[src/rtl/sbmd_pkg.sv]
// shared constants, types and decode helpers for the scan buffer mode decoder
package sbmd_pkg;

    ////////////////////////////////////////////////////////////////////////
    // apb register map, byte addresses of aligned 32-bit words
    localparam int unsigned APB_AW = 8;
    localparam logic [7:0] OFF_CFG = 8'h00;
    localparam logic [7:0] OFF_CTRL = 8'h04;
    localparam logic [7:0] OFF_STATUS = 8'h08;
    localparam logic [7:0] OFF_COUNT = 8'h0c;
    localparam logic [7:0] OFF_DATA = 8'h10;

    ////////////////////////////////////////////////////////////////////////
    // scan configuration word layout
    localparam logic [15:0] CFG_RESET = 16'h0000;
    localparam int unsigned CFG_MODE_HI = 15;
    localparam int unsigned CFG_MODE_LO = 11;
    localparam int unsigned CFG_OPT_BIT = 10;
    localparam int unsigned CFG_GAIN_HI = 9;
    localparam int unsigned CFG_GAIN_LO = 8;
    localparam int unsigned CFG_SPEED_HI = 7;
    localparam int unsigned CFG_SPEED_LO = 6;
    localparam int unsigned CFG_CH_HI = 5;

    // control register layout
    localparam int unsigned CTRL_START_BIT = 0;
    localparam int unsigned CTRL_ABORT_BIT = 1;
    localparam int unsigned CTRL_VAR_LO = 8;
    localparam int unsigned CTRL_VAR_HI = 9;

    // status and data register layout
    localparam int unsigned ST_BUSY_BIT = 0;
    localparam int unsigned ST_DONE_BIT = 1;
    localparam int unsigned ST_MODE_ERR_BIT = 2;
    localparam int unsigned ST_GRP_ERR_BIT = 3;
    localparam int unsigned ST_DEPTH_LO = 4;
    localparam int unsigned ST_BLK_LO = 8;
    localparam int unsigned ST_FIRST_LO = 16;
    localparam int unsigned ST_LEVEL_LO = 24;
    localparam int unsigned DATA_CH_LO = 16;
    localparam int unsigned DATA_VALID_BIT = 31;

    // sample fifo shape
    localparam int unsigned FIFO_DEPTH = 16;
    localparam int unsigned FIFO_LW = 5;
    localparam logic [4:0] FIFO_STOP_LEVEL = 5'h0f;

    ////////////////////////////////////////////////////////////////////////
    // types
    typedef enum logic [2:0] {
        BLK_1 = 3'b000,
        BLK_8 = 3'b001,
        BLK_16 = 3'b010,
        BLK_32 = 3'b011,
        BLK_64 = 3'b100
    } sbmd_blk_t;

    typedef enum logic [1:0] {
        VAR_16 = 2'b00,
        VAR_32 = 2'b01,
        VAR_64 = 2'b10
    } sbmd_variant_t;

    typedef enum logic [0:0] {
        ST_IDLE = 1'b0,
        ST_SCAN = 1'b1
    } sbmd_state_t;

    typedef struct packed {
        logic ok;
        logic [3:0] depth_log2;
        sbmd_blk_t blk;
    } sbmd_mode_t;

    typedef struct packed {
        logic [5:0] channel;
        logic [15:0] data;
    } sbmd_sample_t;

    localparam int unsigned SAMPLE_W = $bits(sbmd_sample_t);
    localparam sbmd_variant_t VAR_RESET = VAR_64;

    // channels spanned by each block size
    localparam logic [6:0] SPAN_1 = 7'h01;
    localparam logic [6:0] SPAN_8 = 7'h08;
    localparam logic [6:0] SPAN_16 = 7'h10;
    localparam logic [6:0] SPAN_32 = 7'h20;
    localparam logic [6:0] SPAN_64 = 7'h40;

    // highest channel fitted on each board variant
    localparam logic [5:0] MAX_CH_16 = 6'h0f;
    localparam logic [5:0] MAX_CH_32 = 6'h1f;
    localparam logic [5:0] MAX_CH_64 = 6'h3f;

    ////////////////////////////////////////////////////////////////////////
    // mode table, indexed by bits 15..11: {ok, log2 depth, block size}
    localparam logic [7:0] MODE_TABLE [0:31] = '{
        8'h00, 8'h00, 8'h00, 8'ha8, 8'ha9, 8'haa, 8'hab, 8'hb0,
        8'hb1, 8'hb2, 8'hb3, 8'hb4, 8'hb8, 8'hb9, 8'hba, 8'hbb,
        8'hbc, 8'hc0, 8'hc1, 8'hc2, 8'hc3, 8'hc4, 8'hc8, 8'hc9,
        8'hca, 8'hcb, 8'hcc, 8'hd0, 8'hd1, 8'hd2, 8'hd3, 8'hd4
    };

    // codes 00000..00010 hold all-zero entries and decode as not ok
    function automatic sbmd_mode_t sbmd_decode(input logic [4:0] code);
        return sbmd_mode_t'(MODE_TABLE[code]);
    endfunction : sbmd_decode

    // lowest channel of the selected group
    function automatic logic [5:0] sbmd_first_ch(input logic [5:0] low, input sbmd_blk_t blk);
        case (blk)
            BLK_8: return {low[2:0], 3'h0};
            BLK_16: return {low[2:1], 4'h0};
            BLK_32: return {low[2], 5'h00};
            BLK_64: return 6'h00;
            default: return low;
        endcase
    endfunction : sbmd_first_ch

    function automatic logic [6:0] sbmd_span(input sbmd_blk_t blk);
        case (blk)
            BLK_8: return SPAN_8;
            BLK_16: return SPAN_16;
            BLK_32: return SPAN_32;
            BLK_64: return SPAN_64;
            default: return SPAN_1;
        endcase
    endfunction : sbmd_span

    function automatic logic [5:0] sbmd_max_ch(input sbmd_variant_t v);
        case (v)
            VAR_16: return MAX_CH_16;
            VAR_32: return MAX_CH_32;
            default: return MAX_CH_64;
        endcase
    endfunction : sbmd_max_ch

endpackage : sbmd_pkg

[src/rtl/sbmd_fifo.sv]
// parameterised first-in first-out buffer with valid and ready on both sides
`timescale 1ns/1ps
`default_nettype none

module sbmd_fifo #(
    parameter int unsigned WIDTH = 22,
    parameter int unsigned DEPTH = 16,
    parameter int unsigned LW = 5
) (
    // clock and reset
    input wire logic clk,
    input wire logic rst_n,
    // filling side
    input wire logic in_valid,
    input wire logic [WIDTH-1:0] in_data,
    output logic in_ready,
    // draining side
    output logic out_valid,
    output logic [WIDTH-1:0] out_data,
    input wire logic out_ready,
    // occupancy
    output logic [LW-1:0] level
);

    localparam int unsigned AW = $clog2(DEPTH);

    logic [WIDTH-1:0] mem [DEPTH];
    logic [AW-1:0] wr_ptr;
    logic [AW-1:0] rd_ptr;
    logic push;
    logic pop;

    // handshakes; depth is a power of two so pointers wrap naturally
    assign push = in_valid && in_ready;
    assign pop = out_valid && out_ready;
    assign in_ready = (level != LW'(DEPTH));
    assign out_valid = (level != '0);
    assign out_data = mem[rd_ptr];

    // storage carries no reset, only the pointers and the level do
    always_ff @(posedge clk) begin
        if (push) begin
            mem[wr_ptr] <= in_data;
        end
    end

    // pointers and occupancy
    always_ff @(posedge clk or negedge rst_n) begin
        if (!rst_n) begin
            wr_ptr <= '0;
            rd_ptr <= '0;
            level <= '0;
        end else begin
            if (push) begin
                wr_ptr <= AW'(wr_ptr + 1'b1);
            end
            if (pop) begin
                rd_ptr <= AW'(rd_ptr + 1'b1);
            end
            level <= LW'(level + LW'(push) - LW'(pop));
        end
    end

endmodule : sbmd_fifo

`default_nettype wire

[src/rtl/sbmd_top.sv]
// scan configuration decoder and sample collector behind an apb slave
`timescale 1ns/1ps
`default_nettype none

module sbmd_top (
    // clock and reset
    input wire logic REF_CLK,
    input wire logic RESET_N,
    // apb slave
    input wire logic PSEL,
    input wire logic PENABLE,
    input wire logic PWRITE,
    input wire logic [7:0] PADDR,
    input wire logic [31:0] PWDATA,
    output logic PREADY,
    output logic [31:0] PRDATA,
    output logic PSLVERR,
    // sample stream from the converter, same clock
    input wire logic SAMPLE_VALID,
    input wire logic [15:0] SAMPLE_DATA,
    output logic SAMPLE_READY,
    output logic [5:0] SCAN_CHANNEL,
    output logic SCAN_ACTIVE,
    output logic SCAN_DONE,
    // configuration fields for the analog front end
    output logic CFG_OPTION,
    output logic [1:0] CFG_GAIN_LIKE_FIELD,
    output logic [1:0] CFG_SPEED
);

    ////////////////////////////////////////////////////////////////////////
    // declarations

    // software visible registers
    logic [15:0] cfg_word;
    sbmd_pkg::sbmd_variant_t variant;

    // scan sequencer state
    sbmd_pkg::sbmd_state_t state;
    logic [5:0] run_first;
    logic [5:0] run_last;
    logic [10:0] run_words;
    logic [10:0] word_cnt;
    logic mode_err;
    logic grp_err;

    // apb decode
    logic access;
    logic wr_fire;
    logic rd_fire;
    logic known;
    logic [31:0] next_rdata;

    // control strobes
    logic start_req;
    logic abort_req;

    // decode of the current configuration word
    sbmd_pkg::sbmd_mode_t cur_mode;
    logic [5:0] cur_first;
    logic [6:0] cur_last;
    logic cur_fits;
    logic start_ok;

    // sample path
    logic accept;
    logic finishing;
    logic next_scan;
    sbmd_pkg::sbmd_sample_t push_word;
    sbmd_pkg::sbmd_sample_t head_word;
    logic fifo_in_ready;
    logic fifo_out_valid;
    logic fifo_pop;
    logic [sbmd_pkg::FIFO_LW-1:0] fifo_level;

    ////////////////////////////////////////////////////////////////////////
    // apb access phase
    // one wait state: the answer is registered so prdata comes from a flop

    assign access = PSEL && PENABLE && !PREADY;
    assign wr_fire = access && PWRITE;
    assign rd_fire = access && !PWRITE;

    // address decode; unmapped addresses answer with an error
    always_comb begin
        known = 1'b0;
        if (PADDR == sbmd_pkg::OFF_CFG) begin
            known = 1'b1;
        end else if (PADDR == sbmd_pkg::OFF_CTRL) begin
            known = 1'b1;
        end else if (PADDR == sbmd_pkg::OFF_STATUS) begin
            known = 1'b1;
        end else if (PADDR == sbmd_pkg::OFF_COUNT) begin
            known = 1'b1;
        end else if (PADDR == sbmd_pkg::OFF_DATA) begin
            known = 1'b1;
        end
    end

    // read data multiplexer
    always_comb begin
        next_rdata = '0;
        if (PADDR == sbmd_pkg::OFF_CFG) begin
            next_rdata[15:0] = cfg_word;
        end else if (PADDR == sbmd_pkg::OFF_CTRL) begin
            next_rdata[sbmd_pkg::CTRL_VAR_HI:sbmd_pkg::CTRL_VAR_LO] = variant;
        end else if (PADDR == sbmd_pkg::OFF_STATUS) begin
            next_rdata[sbmd_pkg::ST_BUSY_BIT] = (state == sbmd_pkg::ST_SCAN);
            next_rdata[sbmd_pkg::ST_DONE_BIT] = SCAN_DONE;
            next_rdata[sbmd_pkg::ST_MODE_ERR_BIT] = mode_err;
            next_rdata[sbmd_pkg::ST_GRP_ERR_BIT] = grp_err;
            next_rdata[sbmd_pkg::ST_DEPTH_LO +: 4] = cur_mode.depth_log2;
            next_rdata[sbmd_pkg::ST_BLK_LO +: 3] = cur_mode.blk;
            next_rdata[sbmd_pkg::ST_FIRST_LO +: 6] = cur_first;
            next_rdata[sbmd_pkg::ST_LEVEL_LO +: sbmd_pkg::FIFO_LW] = fifo_level;
        end else if (PADDR == sbmd_pkg::OFF_COUNT) begin
            next_rdata[10:0] = word_cnt;
        end else if (PADDR == sbmd_pkg::OFF_DATA) begin
            next_rdata[sbmd_pkg::DATA_VALID_BIT] = fifo_out_valid;
            next_rdata[sbmd_pkg::DATA_CH_LO +: 6] = head_word.channel;
            next_rdata[15:0] = head_word.data;
        end
    end

    // registered answer, held one cycle
    always_ff @(posedge REF_CLK or negedge RESET_N) begin
        if (!RESET_N) begin
            PREADY <= 1'b0;
            PRDATA <= '0;
            PSLVERR <= 1'b0;
        end else begin
            PREADY <= access;
            PSLVERR <= access && !known;
            if (rd_fire) begin
                PRDATA <= next_rdata;
            end
        end
    end

    // reading the data word takes the head sample out of the buffer
    assign fifo_pop = rd_fire && (PADDR == sbmd_pkg::OFF_DATA) && fifo_out_valid;

    ////////////////////////////////////////////////////////////////////////
    // configuration and control registers

    // the configuration word may be rewritten at any time; a scan keeps
    // the settings it latched at start, so a late write cannot tear it
    always_ff @(posedge REF_CLK or negedge RESET_N) begin
        if (!RESET_N) begin
            cfg_word <= sbmd_pkg::CFG_RESET;
        end else if (wr_fire && (PADDR == sbmd_pkg::OFF_CFG)) begin
            cfg_word <= PWDATA[15:0];
        end
    end

    // board variant selects which channel groups exist
    always_ff @(posedge REF_CLK or negedge RESET_N) begin
        if (!RESET_N) begin
            variant <= sbmd_pkg::VAR_RESET;
        end else if (wr_fire && (PADDR == sbmd_pkg::OFF_CTRL)) begin
            variant <= sbmd_pkg::sbmd_variant_t'(PWDATA[sbmd_pkg::CTRL_VAR_HI:sbmd_pkg::CTRL_VAR_LO]);
        end
    end

    // start and abort are write-one strobes in the control word
    assign start_req = wr_fire && (PADDR == sbmd_pkg::OFF_CTRL) && PWDATA[sbmd_pkg::CTRL_START_BIT];
    assign abort_req = wr_fire && (PADDR == sbmd_pkg::OFF_CTRL) && PWDATA[sbmd_pkg::CTRL_ABORT_BIT];

    // gain, option and speed bits go out untouched in every mode
    assign CFG_OPTION = cfg_word[sbmd_pkg::CFG_OPT_BIT];
    assign CFG_GAIN_LIKE_FIELD = cfg_word[sbmd_pkg::CFG_GAIN_HI:sbmd_pkg::CFG_GAIN_LO];
    assign CFG_SPEED = cfg_word[sbmd_pkg::CFG_SPEED_HI:sbmd_pkg::CFG_SPEED_LO];

    ////////////////////////////////////////////////////////////////////////
    // mode decode

    // upper five bits pick buffer depth and grouping
    assign cur_mode = sbmd_pkg::sbmd_decode(cfg_word[sbmd_pkg::CFG_MODE_HI:sbmd_pkg::CFG_MODE_LO]);

    // low bits pick the group; unused bits of each grouping are ignored
    assign cur_first = sbmd_pkg::sbmd_first_ch(cfg_word[sbmd_pkg::CFG_CH_HI:0], cur_mode.blk);
    assign cur_last = 7'({1'b0, cur_first} + sbmd_pkg::sbmd_span(cur_mode.blk) - 7'h01);

    // refuse a group that the fitted variant does not have
    assign cur_fits = (cur_last <= {1'b0, sbmd_pkg::sbmd_max_ch(variant)});
    assign start_ok = start_req && (state == sbmd_pkg::ST_IDLE) && cur_mode.ok && cur_fits;

    ////////////////////////////////////////////////////////////////////////
    // sample acceptance

    // the fifo ready is also checked so no word can ever be dropped
    assign accept = SAMPLE_VALID && SAMPLE_READY && fifo_in_ready;
    assign finishing = accept && (word_cnt == 11'(run_words - 11'h001));
    assign next_scan = start_ok || ((state == sbmd_pkg::ST_SCAN) && !finishing && !abort_req);

    assign push_word.channel = SCAN_CHANNEL;
    assign push_word.data = SAMPLE_DATA;

    // ready comes from a flop, so it is dropped one word early; a full
    // buffer that software does not drain stalls the converter here
    always_ff @(posedge REF_CLK or negedge RESET_N) begin
        if (!RESET_N) begin
            SAMPLE_READY <= 1'b0;
        end else begin
            SAMPLE_READY <= next_scan && (fifo_level < sbmd_pkg::FIFO_STOP_LEVEL);
        end
    end

    ////////////////////////////////////////////////////////////////////////
    // scan sequencer

    // idle until a valid start, then walk the active channels
    always_ff @(posedge REF_CLK or negedge RESET_N) begin
        if (!RESET_N) begin
            state <= sbmd_pkg::ST_IDLE;
            SCAN_ACTIVE <= 1'b0;
        end else begin
            case (state)
                sbmd_pkg::ST_IDLE: begin
                    if (start_ok) begin
                        state <= sbmd_pkg::ST_SCAN;
                        SCAN_ACTIVE <= 1'b1;
                    end
                end
                sbmd_pkg::ST_SCAN: begin
                    if (finishing || abort_req) begin
                        state <= sbmd_pkg::ST_IDLE;
                        SCAN_ACTIVE <= 1'b0;
                    end
                end
                default: begin
                    state <= sbmd_pkg::ST_IDLE;
                    SCAN_ACTIVE <= 1'b0;
                end
            endcase
        end
    end

    // scan parameters are latched at start
    always_ff @(posedge REF_CLK or negedge RESET_N) begin
        if (!RESET_N) begin
            run_first <= '0;
            run_last <= '0;
            run_words <= '0;
        end else if (start_ok) begin
            run_first <= cur_first;
            run_last <= cur_last[5:0];
            run_words <= 11'(11'h001 << cur_mode.depth_log2);
        end
    end

    // channel pointer wraps from the last channel of the group to the first;
    // single channel modes keep pointing at one channel
    always_ff @(posedge REF_CLK or negedge RESET_N) begin
        if (!RESET_N) begin
            SCAN_CHANNEL <= '0;
        end else if (start_ok) begin
            SCAN_CHANNEL <= cur_first;
        end else if (accept) begin
            if (SCAN_CHANNEL == run_last) begin
                SCAN_CHANNEL <= run_first;
            end else begin
                SCAN_CHANNEL <= 6'(SCAN_CHANNEL + 6'h01);
            end
        end
    end

    // words collected in the current scan, kept after it ends
    always_ff @(posedge REF_CLK or negedge RESET_N) begin
        if (!RESET_N) begin
            word_cnt <= '0;
        end else if (start_ok) begin
            word_cnt <= '0;
        end else if (accept) begin
            word_cnt <= 11'(word_cnt + 11'h001);
        end
    end

    // completion flag: set by a full buffer, cleared by the next start;
    // both cannot meet since start is only taken while idle
    always_ff @(posedge REF_CLK or negedge RESET_N) begin
        if (!RESET_N) begin
            SCAN_DONE <= 1'b0;
        end else if (finishing) begin
            SCAN_DONE <= 1'b1;
        end else if (start_ok) begin
            SCAN_DONE <= 1'b0;
        end
    end

    // start refusal reasons, refreshed by every start request while idle
    always_ff @(posedge REF_CLK or negedge RESET_N) begin
        if (!RESET_N) begin
            mode_err <= 1'b0;
            grp_err <= 1'b0;
        end else if (start_req && (state == sbmd_pkg::ST_IDLE)) begin
            mode_err <= !cur_mode.ok;
            grp_err <= cur_mode.ok && !cur_fits;
        end
    end

    ////////////////////////////////////////////////////////////////////////
    // sample buffer between the converter and the bus

    sbmd_fifo #(
        .WIDTH(sbmd_pkg::SAMPLE_W),
        .DEPTH(sbmd_pkg::FIFO_DEPTH),
        .LW(sbmd_pkg::FIFO_LW)
    ) u_fifo (
        .clk(REF_CLK),
        .rst_n(RESET_N),
        .in_valid(accept),
        .in_data(push_word),
        .in_ready(fifo_in_ready),
        .out_valid(fifo_out_valid),
        .out_data(head_word),
        .out_ready(fifo_pop),
        .level(fifo_level)
    );

endmodule : sbmd_top

`default_nettype wire

[config.mk]
export PLATFORM = sky130hd
export DESIGN_NAME = sbmd_top
export DESIGN_NICKNAME = d
export VERILOG_FILES = /design/src/rtl/sbmd_pkg.sv /design/src/rtl/sbmd_fifo.sv /design/src/rtl/sbmd_top.sv
export SDC_FILE = /design/constraint.sdc
export NUM_CORES = 1
export LEC_CHECK = 0
export ABC_CLOCK_PERIOD_IN_PS = 6600
export BUFFER_PORTS_ARGS = -buffer_cell sky130_fd_sc_hd__buf_2
export CORE_ASPECT_RATIO = 0.8
export CORE_UTILIZATION = 60
export DETAILED_ROUTE_END_ITERATION = 10
export HOLD_SLACK_MARGIN = 0.12
export MAX_ROUTING_LAYER = met4
export PLACE_DENSITY_LB_ADDON = 0.2
export SLEW_MARGIN = 30
export SYNTH_ARGS = -nofsm -noshare
export SYNTH_HDL_FRONTEND = slang
export SYNTH_SLANG_ARGS = --single-unit
[constraint.sdc]
create_clock -name REF_CLK -period 6.6 [get_ports REF_CLK]
set_input_delay 1.32 -clock REF_CLK [delete_from_list [all_inputs] [get_ports REF_CLK]]
set_output_delay 1.32 -clock REF_CLK [all_outputs]
set_load 0.03 [all_outputs]
==> results of run 1 <==
-- metal layers --
metal  up-vias  routed length, um
li1       4870                  -
met1      5713              19700
met2       473              21000
met3        66               3750
met4         0               1060
met5         -                  0
-- worst paths after layout --
path	from	to	slack [ps]
worst max-delay path	cfg_word[12]$_DFFE_PN0P_	run_words[9]$_DFFE_PN0P_	620
worst min-delay path	PRDATA[31]$_DFFE_PN0P_	PRDATA[31]$_DFFE_PN0P_	470
worst max register to register	cfg_word[12]$_DFFE_PN0P_	run_words[9]$_DFFE_PN0P_	620
worst min register to register	PRDATA[31]$_DFFE_PN0P_	PRDATA[31]$_DFFE_PN0P_	470
max in group asynchronous	RESET_N	run_last[2]$_DFFE_PN0P_	4610
min in group asynchronous	RESET_N	cfg_word[6]$_DFFE_PN0P_	820
-- registers in the layout, summed over array words and instances (netlist names), 2 cells and up --
register / count
u_fifo.mem: 352
PRDATA: 28
cfg_word: 16
run_words: 11
word_cnt: 11
SCAN_CHANNEL: 6
run_first: 6
run_last: 6
u_fifo.level: 5
u_fifo.rd_ptr: 4
u_fifo.wr_ptr: 4
variant: 2
-- power by group through the flow --
stage                     clock, mW  combinational [mW]  sequential [mW]
after detailed placement          0               0.268             3.22
after CTS                      2.56               0.269             3.16
after global placement            0               0.259             3.22
after floorplan                   0               0.134             3.24
final                          2.53               0.266             3.16
after global routing           2.66               0.296             3.16
-- cell usage after synthesis (5+ instances only) --
library cell,instances,area [um^2]
edfxtp_1,352,10600
mux4_2,110,2480
dfrtp_1,106,2650
nand2_1,84,315
nor2_1,61,229
o21ai_0,42,210
inv_1,40,150
clkbuf_1,37,139
ha_1,35,438
xnor2_1,27,236
mux2_2,24,270
a21oi_1,22,110
xor2_1,18,158
buf_4,16,120
mux2i_1,16,160
nand3_1,13,65.1
a31oi_1,11,68.8
and2_1,11,68.8
nor2b_1,11,68.8
nor3_1,11,55.1
buf_1,10,37.5
a221oi_1,9,78.8
and3_1,9,56.3
a2bb2oi_1,7,61.3
mux2_1,7,78.8
o31ai_1,7,52.6
a22oi_1,6,45.0
nand4_1,6,37.5
a21o_1,5,37.5
nor3b_1,5,37.5
o22ai_1,5,31.3
-- worst reg2reg max path, cell delays in order (launching register included) --
cell and delay [ps]:
dfrtp_1 420, inv_1 220, ha_1 360, nor2b_1 170, a2111oi_1 440, a221oi_2 170
or3b_2 550, inv_1 80, a22oi_1 70, ha_1 300, inv_1 40, ha_1 330
nand3b_1 140, a211o_1 240, o31a_1 120, nand2_1 80, xor2_1 250, ha_1 180
nand4b_1 130, a311oi_1 290, o31ai_2 170, a2111oi_4 530, buf_12 250, mux2_1 350
-- stage by stage --
| step | cell area (um^2) | hold slack [ps] | utilization [%] | total power [mW] |
|---|---|---|---|---|
| global placement | 20800 | 458 | 64.0 | 3.47 |
| global route | 22200 | 495 | 68.4 | 6.12 |
| finish | 22200 | 471 | 68.4 | 5.95 |
| CTS | 22200 | 476 | 68.4 | 5.99 |
| floorplan | 19800 | 445 | - | 3.38 |
| detailed placement | 20800 | 461 | 64.0 | 3.48 |
-- layout make-up --
class | count | area [um^2] | share of cell area (%)
clock inverters | 22 | 244 | 1.10
well taps | 427 | 534 | 2.41
clock buffers | 57 | 1180 | 5.32
flip-flops and latches | 459 | 13300 | 59.7
inverters | 42 | 158 | 0.710
multi-input cells | 633 | 6100 | 27.5
repair buffers | 124 | 736 | 3.31
-- cells by family after synthesis --
kind of cell	share of synthesized area [%]
buffers and inverters	2.37
AND/OR/NAND/NOR	5.66
AO/OA/AOI/OAI	5.51
XOR/XNOR	1.99
flip-flops	66.9
other	0.0189
adder cells (fa/ha/maj)	2.41
multiplexers	15.1
==> impl_metrics.py, run 1 <==
metrics = {
    "drt": {
        "vias_per_cell": 6.30,
        "drt_pre_antenna_iters": 6,
        "wirelength_um": 45500,
        "drtAntennaViolNets": 0,
        "drc_violation_count_after_routing": 0,
        "first_iter_violations": 1395,
        "vias": 11100,
        "wl_per_cell_um": 25.8,
    },
    "placement": {
        "place_congestion": 0.922,
        "dp_worst_setup_slack_ps": 717,
        "hpwl_um": 27900,
        "dpl.cell_count": 1685,
        "io_buffers": 89,
    },
    "global_routing": {
        "global_route.usage.met2_pct": 42.9,
        "first_global_vias": 11100,
        "grt-ovfl-total": 0,
        "grt_start_max_net_pins": 56,
        "antenna_violations_before_repair": 0,
        "globalRouteTotalUtil_pct": 29.2,
        "gr-usage-met3_pct": 5.41,
        "global_route.peak_usage_layer": "met2",
        "grt_first_pass_wirelength_um": 68700,
        "groute.layer.met1.usage_pct": 42.5,
    },
    "sta": {
        "rsz0062_at_grt": "false",
        "fin_tns_setup_ps": 0,
        "smallest_setup_slack_after_layout_ps": 618,
        "finClkSkew_ps": 11.7,
        "timing.final.hold_violations": 0,
        "max-slew-margin-rel_pct": 40.4,
        "final_period_minus_worst_setup_slack_ps": 5980,
        "drv_slew": 0,
        "max_clock_freq_ghz": 0.167,
        "setup-violations-final": 0,
        "transition_at_the_pin_with_the_smallest_max_transition_slack_ps": 887,
        "timing.final.crit_share_pct": 90.6,
    },
    "finish": {
        "final_cell_mix": "edfxtp_1 (352), mux4_2 (110), dfrtp_1 (103)",
        "finish.net_count": 1403,
        "fill_cells": 2154,
        "instances_no_fill": 1764,
        "syn2layout_area_growth_pct": 12.2,
        "layout-drive-gt1-share_pct": 25.4,
        "n_antenna_cell": 0,
        "leading_cell_type_in_the_layout_fill_and_taps_excluded": "edfxtp_1",
    },
    "pwr": {
        "max-vdd-ir-drop_mv": 0.250,
        "netSwitchingPower_mw": 1.26,
        "p_per_area_mw_per_mm2": 268,
        "p_leak_nw": 7.84,
        "power.clock.fraction_pct": 42.5,
        "power_frac_seq_pct": 53.0,
        "switching_share_pct": 21.2,
        "cell_internal_pwr_mw": 4.69,
        "power.combinational.fraction_pct": 4.5,
    },
    "cts": {
        "cts_hold_repair.buffers": 0,
        "tritoncts": "built",
        "clk_pin_slew_worst_paths_ps": 60,
        "cts_max_level": 2,
        "cts_repair_resize_count": 0,
        "cts.path.max_buffers": 3,
        "cts_setup_buffers": 0,
        "clock_insertion_delay_worst_skew_ps": 560,
        "cts_inserted_buffers": 44,
        "root_buffer": "clkbuf_16",
        "cts_sinks": 459,
    },
    "critical_path": {
        "critPathLaunchType": "flop",
        "timing.critical_path.slowest_stage_cell": "or3b_2",
        "cp.buffers_inverters": 4,
        "worstSetupEndpointType": "flop",
        "rr_worst_depth": 23,
        "worst_ep_required_time_ps": 7030,
        "worstSetupPathDepth": 23,
        "worst_path_dominant_cell_family": "compound AO/OA/AOI/OAI gates",
        "worst-endpoint-arrival_ps": 6410,
        "crit_path_max_incr_delay_ps": 550,
        "critPathMaxFanout": 25,
        "critical-path-top-cell-by-count": "ha_1",
        "timing.setup.critical_path_class": "flop to flop",
        "cp_cell_sequence": "inv_1 -> ha_1 -> nor2b_1 -> a2111oi_1 -> a221oi_2 -> or3b_2 -> inv_1 -> a22oi_1 -> ha_1 -> inv_1 -> ha_1 -> nand3b_1 -> a211o_1 -> o31a_1 -> nand2_1 -> xor2_1 -> ha_1 -> nand4b_1 -> a311oi_1 -> o31ai_2 -> a2111oi_4 -> buf_12 -> mux2_1",
    },
    "die": {
        "chipWidth_um": 205,
        "floorplan.initialDensity_pct": 60.9,
        "fp-row-count": 59,
        "die_h_um": 164,
        "pin_count": 110,
        "core_region_area_mm2": 0.0325,
        "die_area_mm2": 0.0337,
    },
    "flow_run": {
        "max-cap-violations": 0,
    },
    "yosys": {
        "synthesis.area_mm2": 0.0198,
        "synth_seq_area_share_pct": 66.9,
        "synth-main-ff-cell": "edfxtp_1",
        "synthDistinctLibCells": 72,
        "synth_enable_flop_cells": 352,
        "synth_seq_cells": 459,
        "async_reset_ff_share_pct": 23.3,
        "netlist_instances": 1197,
        "synth-warning-count": 0,
        "postSynthAreaPerCell_um2": 16.5,
    },
    "min_path": {
        "whs_path_depth": 2,
        "worst_hold_path_type": "flop to flop",
    },
    "run_status": {
        "outcome": "finished clean",
    },
}
Note: power is estimated with default switching activity, not from simulation.
==> inputs of run 2 (changes only) <==
- BUFFER_PORTS_ARGS: -buffer_cell sky130_fd_sc_hd__buf_2 -> -buffer_cell sky130_fd_sc_hd__buf_4
==> run 2 against run 1 <==
- sequential share of layout area decreased by 0.44 points
- die area unchanged
- hold slack better by 5.5 ps
- sequential cell count is the same
- final area rose by 0.74%
- highest routed layer unchanged
==> impl_metrics.py, run 2 (synthesis results as in run 1) <==
metrics = {
    "run_status": {
        "outcome": "finished clean",
    },
    "die": {
        "fp-row-count": 59,
        "pin_count": 110,
        "die_area_mm2": 0.0337,
        "core_region_area_mm2": 0.0325,
        "floorplan.initialDensity_pct": 60.9,
        "chipWidth_um": 205,
        "die_h_um": 164,
    },
    "sta": {
        "smallest_setup_slack_after_layout_ps": 598,
        "rsz0062_at_grt": "false",
        "timing.final.hold_violations": 0,
        "fin_tns_setup_ps": 0,
        "max_clock_freq_ghz": 0.167,
        "drv_slew": 0,
        "setup-violations-final": 0,
        "fin_worst_hold_slack_ps": 477,
        "timing.final.crit_share_pct": 90.9,
        "final_period_minus_worst_setup_slack_ps": 6000,
        "max-slew-margin-rel_pct": 37.8,
        "finClkSkew_ps": 20.4,
        "transition_at_the_pin_with_the_smallest_max_transition_slack_ps": 930,
    },
    "cts": {
        "cts_hold_repair.buffers": 0,
        "tritoncts": "built",
        "clock_insertion_delay_worst_skew_ps": 560,
        "cts_max_level": 2,
        "cts.path.max_buffers": 3,
        "clk_pin_slew_worst_paths_ps": 70,
        "cts_repair_resize_count": 0,
        "cts_setup_buffers": 0,
        "root_buffer": "clkbuf_16",
        "cts_sinks": 459,
        "cts_inserted_buffers": 44,
    },
    "finish": {
        "syn2layout_area_growth_pct": 13.1,
        "area.sequential_mm2": 0.0133,
        "leading_cell_type_in_the_layout_fill_and_taps_excluded": "edfxtp_1",
        "area_of_combinational_cells_with_multiple_inputs_mm2": 0.00610,
        "registers.top_by_ff_count": "u_fifo.mem",
        "finish.net_count": 1406,
        "final_cell_mix": "edfxtp_1 (352), buf_4 (125), mux4_2 (110)",
        "fill_cells": 2154,
        "largest_register_ffs": 352,
        "reg_top3": "u_fifo.mem x352, PRDATA x28, cfg_word x16",
        "layout-drive-gt1-share_pct": 25.7,
        "final_area_mm2": 0.0224,
    },
    "placement": {
        "dp_worst_setup_slack_ps": 714,
        "io_buffers": 89,
        "hpwl_um": 28600,
        "placement.cell_area_mm2": 0.0210,
        "place_congestion": 0.927,
    },
    "pwr": {
        "max-vdd-ir-drop_mv": 0.260,
        "p_per_area_mw_per_mm2": 261,
        "p_leak_nw": 7.86,
    },
    "critical_path": {
        "rrSetupSlack_ps": 600,
        "critPathLaunchType": "flop",
        "worst-endpoint-arrival_ps": 6440,
        "critPathMaxFanout": 31,
        "rr_worst_depth": 23,
        "worst_ep_required_time_ps": 7040,
        "worst_r2r_endpoint": "run_last[5]$_DFFE_PN0P_",
        "worstSetupEndpointType": "flop",
        "r2r_start": "cfg_word[12]$_DFFE_PN0P_",
        "timing.setup.critical_path_class": "flop to flop",
    },
    "min_path": {
        "whs_path_depth": 2,
        "worst_hold_path_type": "flop to flop",
        "worst_hold_path.endpoint": "PRDATA[28]$_DFFE_PN0P_",
        "min-delay-start": "PRDATA[28]$_DFFE_PN0P_",
    },
    "global_routing": {
        "antenna_violations_before_repair": 1,
        "grt-ovfl-total": 0,
        "grt_first_pass_wirelength_um": 68600,
        "globalRouteTotalUtil_pct": 29.2,
        "grt_start_max_net_pins": 64,
        "first_global_vias": 10800,
    },
    "drt": {
        "first_iter_violations": 1268,
        "vias_per_cell": 6.33,
        "drt_pre_antenna_iters": 5,
        "drc_violation_count_after_routing": 0,
        "drtAntennaViolNets": 0,
        "wirelength_um": 46000,
        "vias": 11200,
        "wl_per_cell_um": 26.0,
    },
    "flow_run": {
        "max-cap-violations": 0,
    },
}
run 2: cell types whose count changed in the layout (fill, tap and decap cells not counted), moves of 2 or more:
cell        previous run  this run
buf_2                 88         0
clkinv_1               8        11
nor3_2                 0         2
clkbuf_1              11         7
clkinv_2               5         7
buf_4                 34       125
bufinv_16              5         2
clkinvlp_2             0         2
run 2: power by group:
| group | leakage [nW] | internal, mW | switching, mW |
|---|---|---|---|
| clock | 0.653 | 1.33 | 1.07 |
| sequential | 4.45 | 3.13 | 0.0251 |
| combinational | 2.75 | 0.112 | 0.173 |
| total | 7.86 | 4.57 | 1.26 |
run 2: critical path, cell delays in order, from the launching register on:
cell and delay [ps]:
dfrtp_1 370, inv_1 260, ha_1 380, nor2b_1 170, a2111oi_1 420, a221oi_2 160, or3b_2 540, inv_1 80
a22oi_1 80, ha_1 320, inv_1 50, ha_1 330, nand3b_1 150, a211o_1 240, o31a_1 130, nand2_1 80
xor2_1 230, ha_1 180, nand4b_1 130, a311oi_1 320, o31ai_2 170, a2111oi_4 440, buf_12 270, mux2_2 360
run 2: worst max path at each step:
stage | startpoint | to | slack (ps) | depth (start not counted)
after floorplan | cfg_word[11]$_DFFE_PN0P_ | run_last[1]$_DFFE_PN0P_ | 1070 | 23
final | cfg_word[12]$_DFFE_PN0P_ | run_last[5]$_DFFE_PN0P_ | 600 | 23
after global routing | cfg_word[12]$_DFFE_PN0P_ | run_last[5]$_DFFE_PN0P_ | 290 | 23
after global placement | cfg_word[12]$_DFFE_PN0P_ | run_last[5]$_DFFE_PN0P_ | 720 | 23
after detailed placement | cfg_word[12]$_DFFE_PN0P_ | run_last[5]$_DFFE_PN0P_ | 710 | 23
after CTS | cfg_word[12]$_DFFE_PN0P_ | run_last[5]$_DFFE_PN0P_ | 700 | 23
run 2: layout make-up:
class                           instances  share of cell area, %
Sequential cell                       459                   59.3
Multi-Input combinational cell        633                   27.3
Clock buffer                           52                   5.15
Timing Repair Buffer                  127                   4.37
Tap cell                              427                   2.39
Clock inverter                         27                  0.861
Inverter                               42                  0.705
Antenna cell                            1                 0.0112
run 2: through the flow:
stage / std cells / utilization, % / power, mW
after CTS: 1767 / 68.9 / 5.87
after global placement: 1688 / 64.7 / 3.49
after detailed placement: 1688 / 64.7 / 3.50
after global routing: 1768 / 68.9 / 6.01
after floorplan: 1200 / - / 3.38
final: 1768 / 68.9 / 5.84
run 2: routing by layer:
metal | GRT usage (%) | vias to the layer above | routed length (um)
li1 | - | 4868 | -
met1 | 43.8 | 5842 | 20500
met2 | 42.0 | 427 | 21100
met3 | 4.83 | 62 | 3340
met4 | 7.88 | 0 | 1010
met5 | - | - | 0
==> inputs of run 3 (changes only) <==
- PLACE_DENSITY: unset -> 0.86
- PLACE_DENSITY_LB_ADDON: 0.2 -> unset
- SKIP_LAST_GASP: unset -> 1
==> run 3 against run 2 <==
- critical path depth unchanged
- setup slack worse by 200 ps
- hold slack better by 22 ps
- global-route usage up 0.91 points
- clock power up 4%
- non-clock buffer count down 5
- via count up 3.3%
- register-to-register slack worse by 200 ps
- final area about the same
- cell count down 0.40%
- highest routed layer unchanged
==> impl_metrics.py, run 3 (synthesis results as in run 1) <==
metrics = {
    "sta": {
        "max_clock_freq_ghz": 0.161,
        "timing.final.hold_violations": 0,
        "drv_slew": 0,
        "rsz0062_at_grt": "false",
        "max-slew-margin-rel_pct": 31.3,
        "setup-violations-final": 0,
        "smallest_setup_slack_after_layout_ps": 396,
        "final_period_minus_worst_setup_slack_ps": 6200,
        "finClkSkew_ps": 21.3,
        "timing.final.crit_share_pct": 94.0,
        "transition_at_the_pin_with_the_smallest_max_transition_slack_ps": 1030,
        "fin_tns_setup_ps": 0,
        "fin_worst_hold_slack_ps": 499,
    },
    "cts": {
        "cts_inserted_buffers": 43,
        "clk_pin_slew_worst_paths_ps": 60,
        "clock_insertion_delay_worst_skew_ps": 560,
        "cts_sinks": 459,
        "cts.path.max_buffers": 3,
        "tritoncts": "built",
        "root_buffer": "clkbuf_16",
        "cts_repair_resize_count": 0,
        "cts_hold_repair.buffers": 0,
        "cts_max_level": 2,
        "cts_setup_buffers": 0,
    },
    "critical_path": {
        "timing.critical_path.slowest_stage_cell": "a2111oi_1",
        "timing.setup.critical_path_class": "flop to flop",
        "worst_r2r_endpoint": "run_words[8]$_DFFE_PN0P_",
        "critPathMaxFanout": 22,
        "r2r_start": "cfg_word[12]$_DFFE_PN0P_",
        "cp_cell_sequence": "inv_1 -> ha_1 -> nor2b_1 -> a2111oi_1 -> a221oi_2 -> or3b_2 -> inv_1 -> a22oi_1 -> ha_1 -> inv_1 -> ha_1 -> nand3b_1 -> a211o_1 -> o31a_1 -> nand2_1 -> xor2_1 -> ha_1 -> a211o_1 -> nor3_1 -> o31ai_2 -> a2111oi_4 -> buf_4 -> mux2_1",
        "critical-path-top-cell-by-count": "ha_1",
        "cp.buffers_inverters": 4,
        "worstSetupEndpointType": "flop",
        "rrSetupSlack_ps": 400,
        "worst-endpoint-arrival_ps": 6640,
        "worst_path_dominant_cell_family": "compound AO/OA/AOI/OAI gates",
        "worst_ep_required_time_ps": 7040,
        "crit_path_max_incr_delay_ps": 570,
        "rr_worst_depth": 23,
        "critPathLaunchType": "flop",
    },
    "pwr": {
        "p_per_area_mw_per_mm2": 265,
        "p_leak_nw": 7.86,
        "max-vdd-ir-drop_mv": 0.194,
    },
    "global_routing": {
        "global_route.usage.met2_pct": 45.9,
        "grt_start_max_net_pins": 60,
        "grt_first_pass_wirelength_um": 71000,
        "grt-ovfl-total": 0,
        "groute.layer.met1.usage_pct": 42.1,
        "globalRouteTotalUtil_pct": 30.1,
        "first_global_vias": 11500,
        "global_route.peak_usage_layer": "met2",
        "antenna_violations_before_repair": 0,
        "gr-usage-met3_pct": 5.39,
    },
    "placement": {
        "place_congestion": 0.927,
        "placement.cell_area_mm2": 0.0210,
        "io_buffers": 89,
        "hpwl_um": 28500,
        "dpl.cell_count": 1683,
        "dp_worst_setup_slack_ps": 722,
    },
    "finish": {
        "final_cell_mix": "edfxtp_1 (352), buf_4 (121), mux4_2 (110)",
        "area.sequential_mm2": 0.0133,
        "fill_cells": 2025,
        "finish.net_count": 1400,
        "instances_no_fill": 1761,
        "area_of_combinational_cells_with_multiple_inputs_mm2": 0.00610,
        "leading_cell_type_in_the_layout_fill_and_taps_excluded": "edfxtp_1",
        "final_area_mm2": 0.0224,
        "syn2layout_area_growth_pct": 13.1,
        "reg_top3": "u_fifo.mem x352, PRDATA x28, cfg_word x16",
        "largest_register_ffs": 352,
        "registers.top_by_ff_count": "u_fifo.mem",
        "layout-drive-gt1-share_pct": 25.8,
        "n_antenna_cell": 0,
    },
    "min_path": {
        "worst_hold_path.endpoint": "PRDATA[20]$_DFFE_PN0P_",
        "whs_path_depth": 2,
        "worst_hold_path_type": "flop to flop",
        "min-delay-start": "PRDATA[20]$_DFFE_PN0P_",
    },
    "drt": {
        "drt_pre_antenna_iters": 5,
        "drc_violation_count_after_routing": 0,
        "wirelength_um": 47800,
        "first_iter_violations": 1376,
        "wl_per_cell_um": 27.1,
        "drtAntennaViolNets": 0,
        "vias_per_cell": 6.57,
        "vias": 11600,
    },
    "die": {
        "floorplan.initialDensity_pct": 60.9,
        "die_area_mm2": 0.0337,
        "core_region_area_mm2": 0.0325,
        "fp-row-count": 59,
        "chipWidth_um": 205,
        "die_h_um": 164,
        "pin_count": 110,
    },
    "run_status": {
        "outcome": "finished clean",
    },
    "flow_run": {
        "max-cap-violations": 0,
    },
}
-- run 3: stage by stage --
step | power, mW | utilization [%]
global route | 6.09 | 68.9
CTS | 5.97 | 68.9
detailed placement | 3.51 | 64.6
global placement | 3.49 | 64.6
floorplan | 3.38 | -
finish | 5.94 | 68.9
-- run 3: cell type report --
class,count,share of cell area [%]
multi-input cells,633,27.3
repair buffers,122,4.15
clock inverters,25,1.18
flip-flops and latches,459,59.2
well taps,427,2.39
clock buffers,53,5.08
inverters,42,0.704
-- run 3: worst max path at each step --
stage,end,slack (ps),from,cells past startpoint
final,run_words[8]$_DFFE_PN0P_,400,cfg_word[12]$_DFFE_PN0P_,23
after global routing,run_last[4]$_DFFE_PN0P_,150,cfg_word[12]$_DFFE_PN0P_,23
after CTS,run_words[8]$_DFFE_PN0P_,530,cfg_word[12]$_DFFE_PN0P_,23
after detailed placement,run_first[1]$_DFFE_PN0P_,720,cfg_word[12]$_DFFE_PN0P_,23
after global placement,run_last[5]$_DFFE_PN0P_,780,cfg_word[12]$_DFFE_PN0P_,23
after floorplan,run_last[1]$_DFFE_PN0P_,1070,cfg_word[11]$_DFFE_PN0P_,23
-- run 3: power breakdown --
part	internal (mW)	total, mW	leakage (nW)	switching [mW]
Sequential	3.13	3.16	4.45	0.0277
Clock	1.43	2.49	0.683	1.06
Combinational	0.112	0.292	2.72	0.180
Total	4.67	5.94	7.86	1.27
-- run 3: per-layer routing --
metal	share of wire (%)	routed length, um	vias up
met2	48	23100	706
li1	-	-	4855
met4	2.4	1150	0
met3	9.8	4680	87
met1	40	18900	5924
met5	0	0	-
-- run 3: tightest hold or removal path: stages, from the launching register on --
cell and delay (ps):
dfrtp_1 350, nand2_1 50, o21ai_0 60
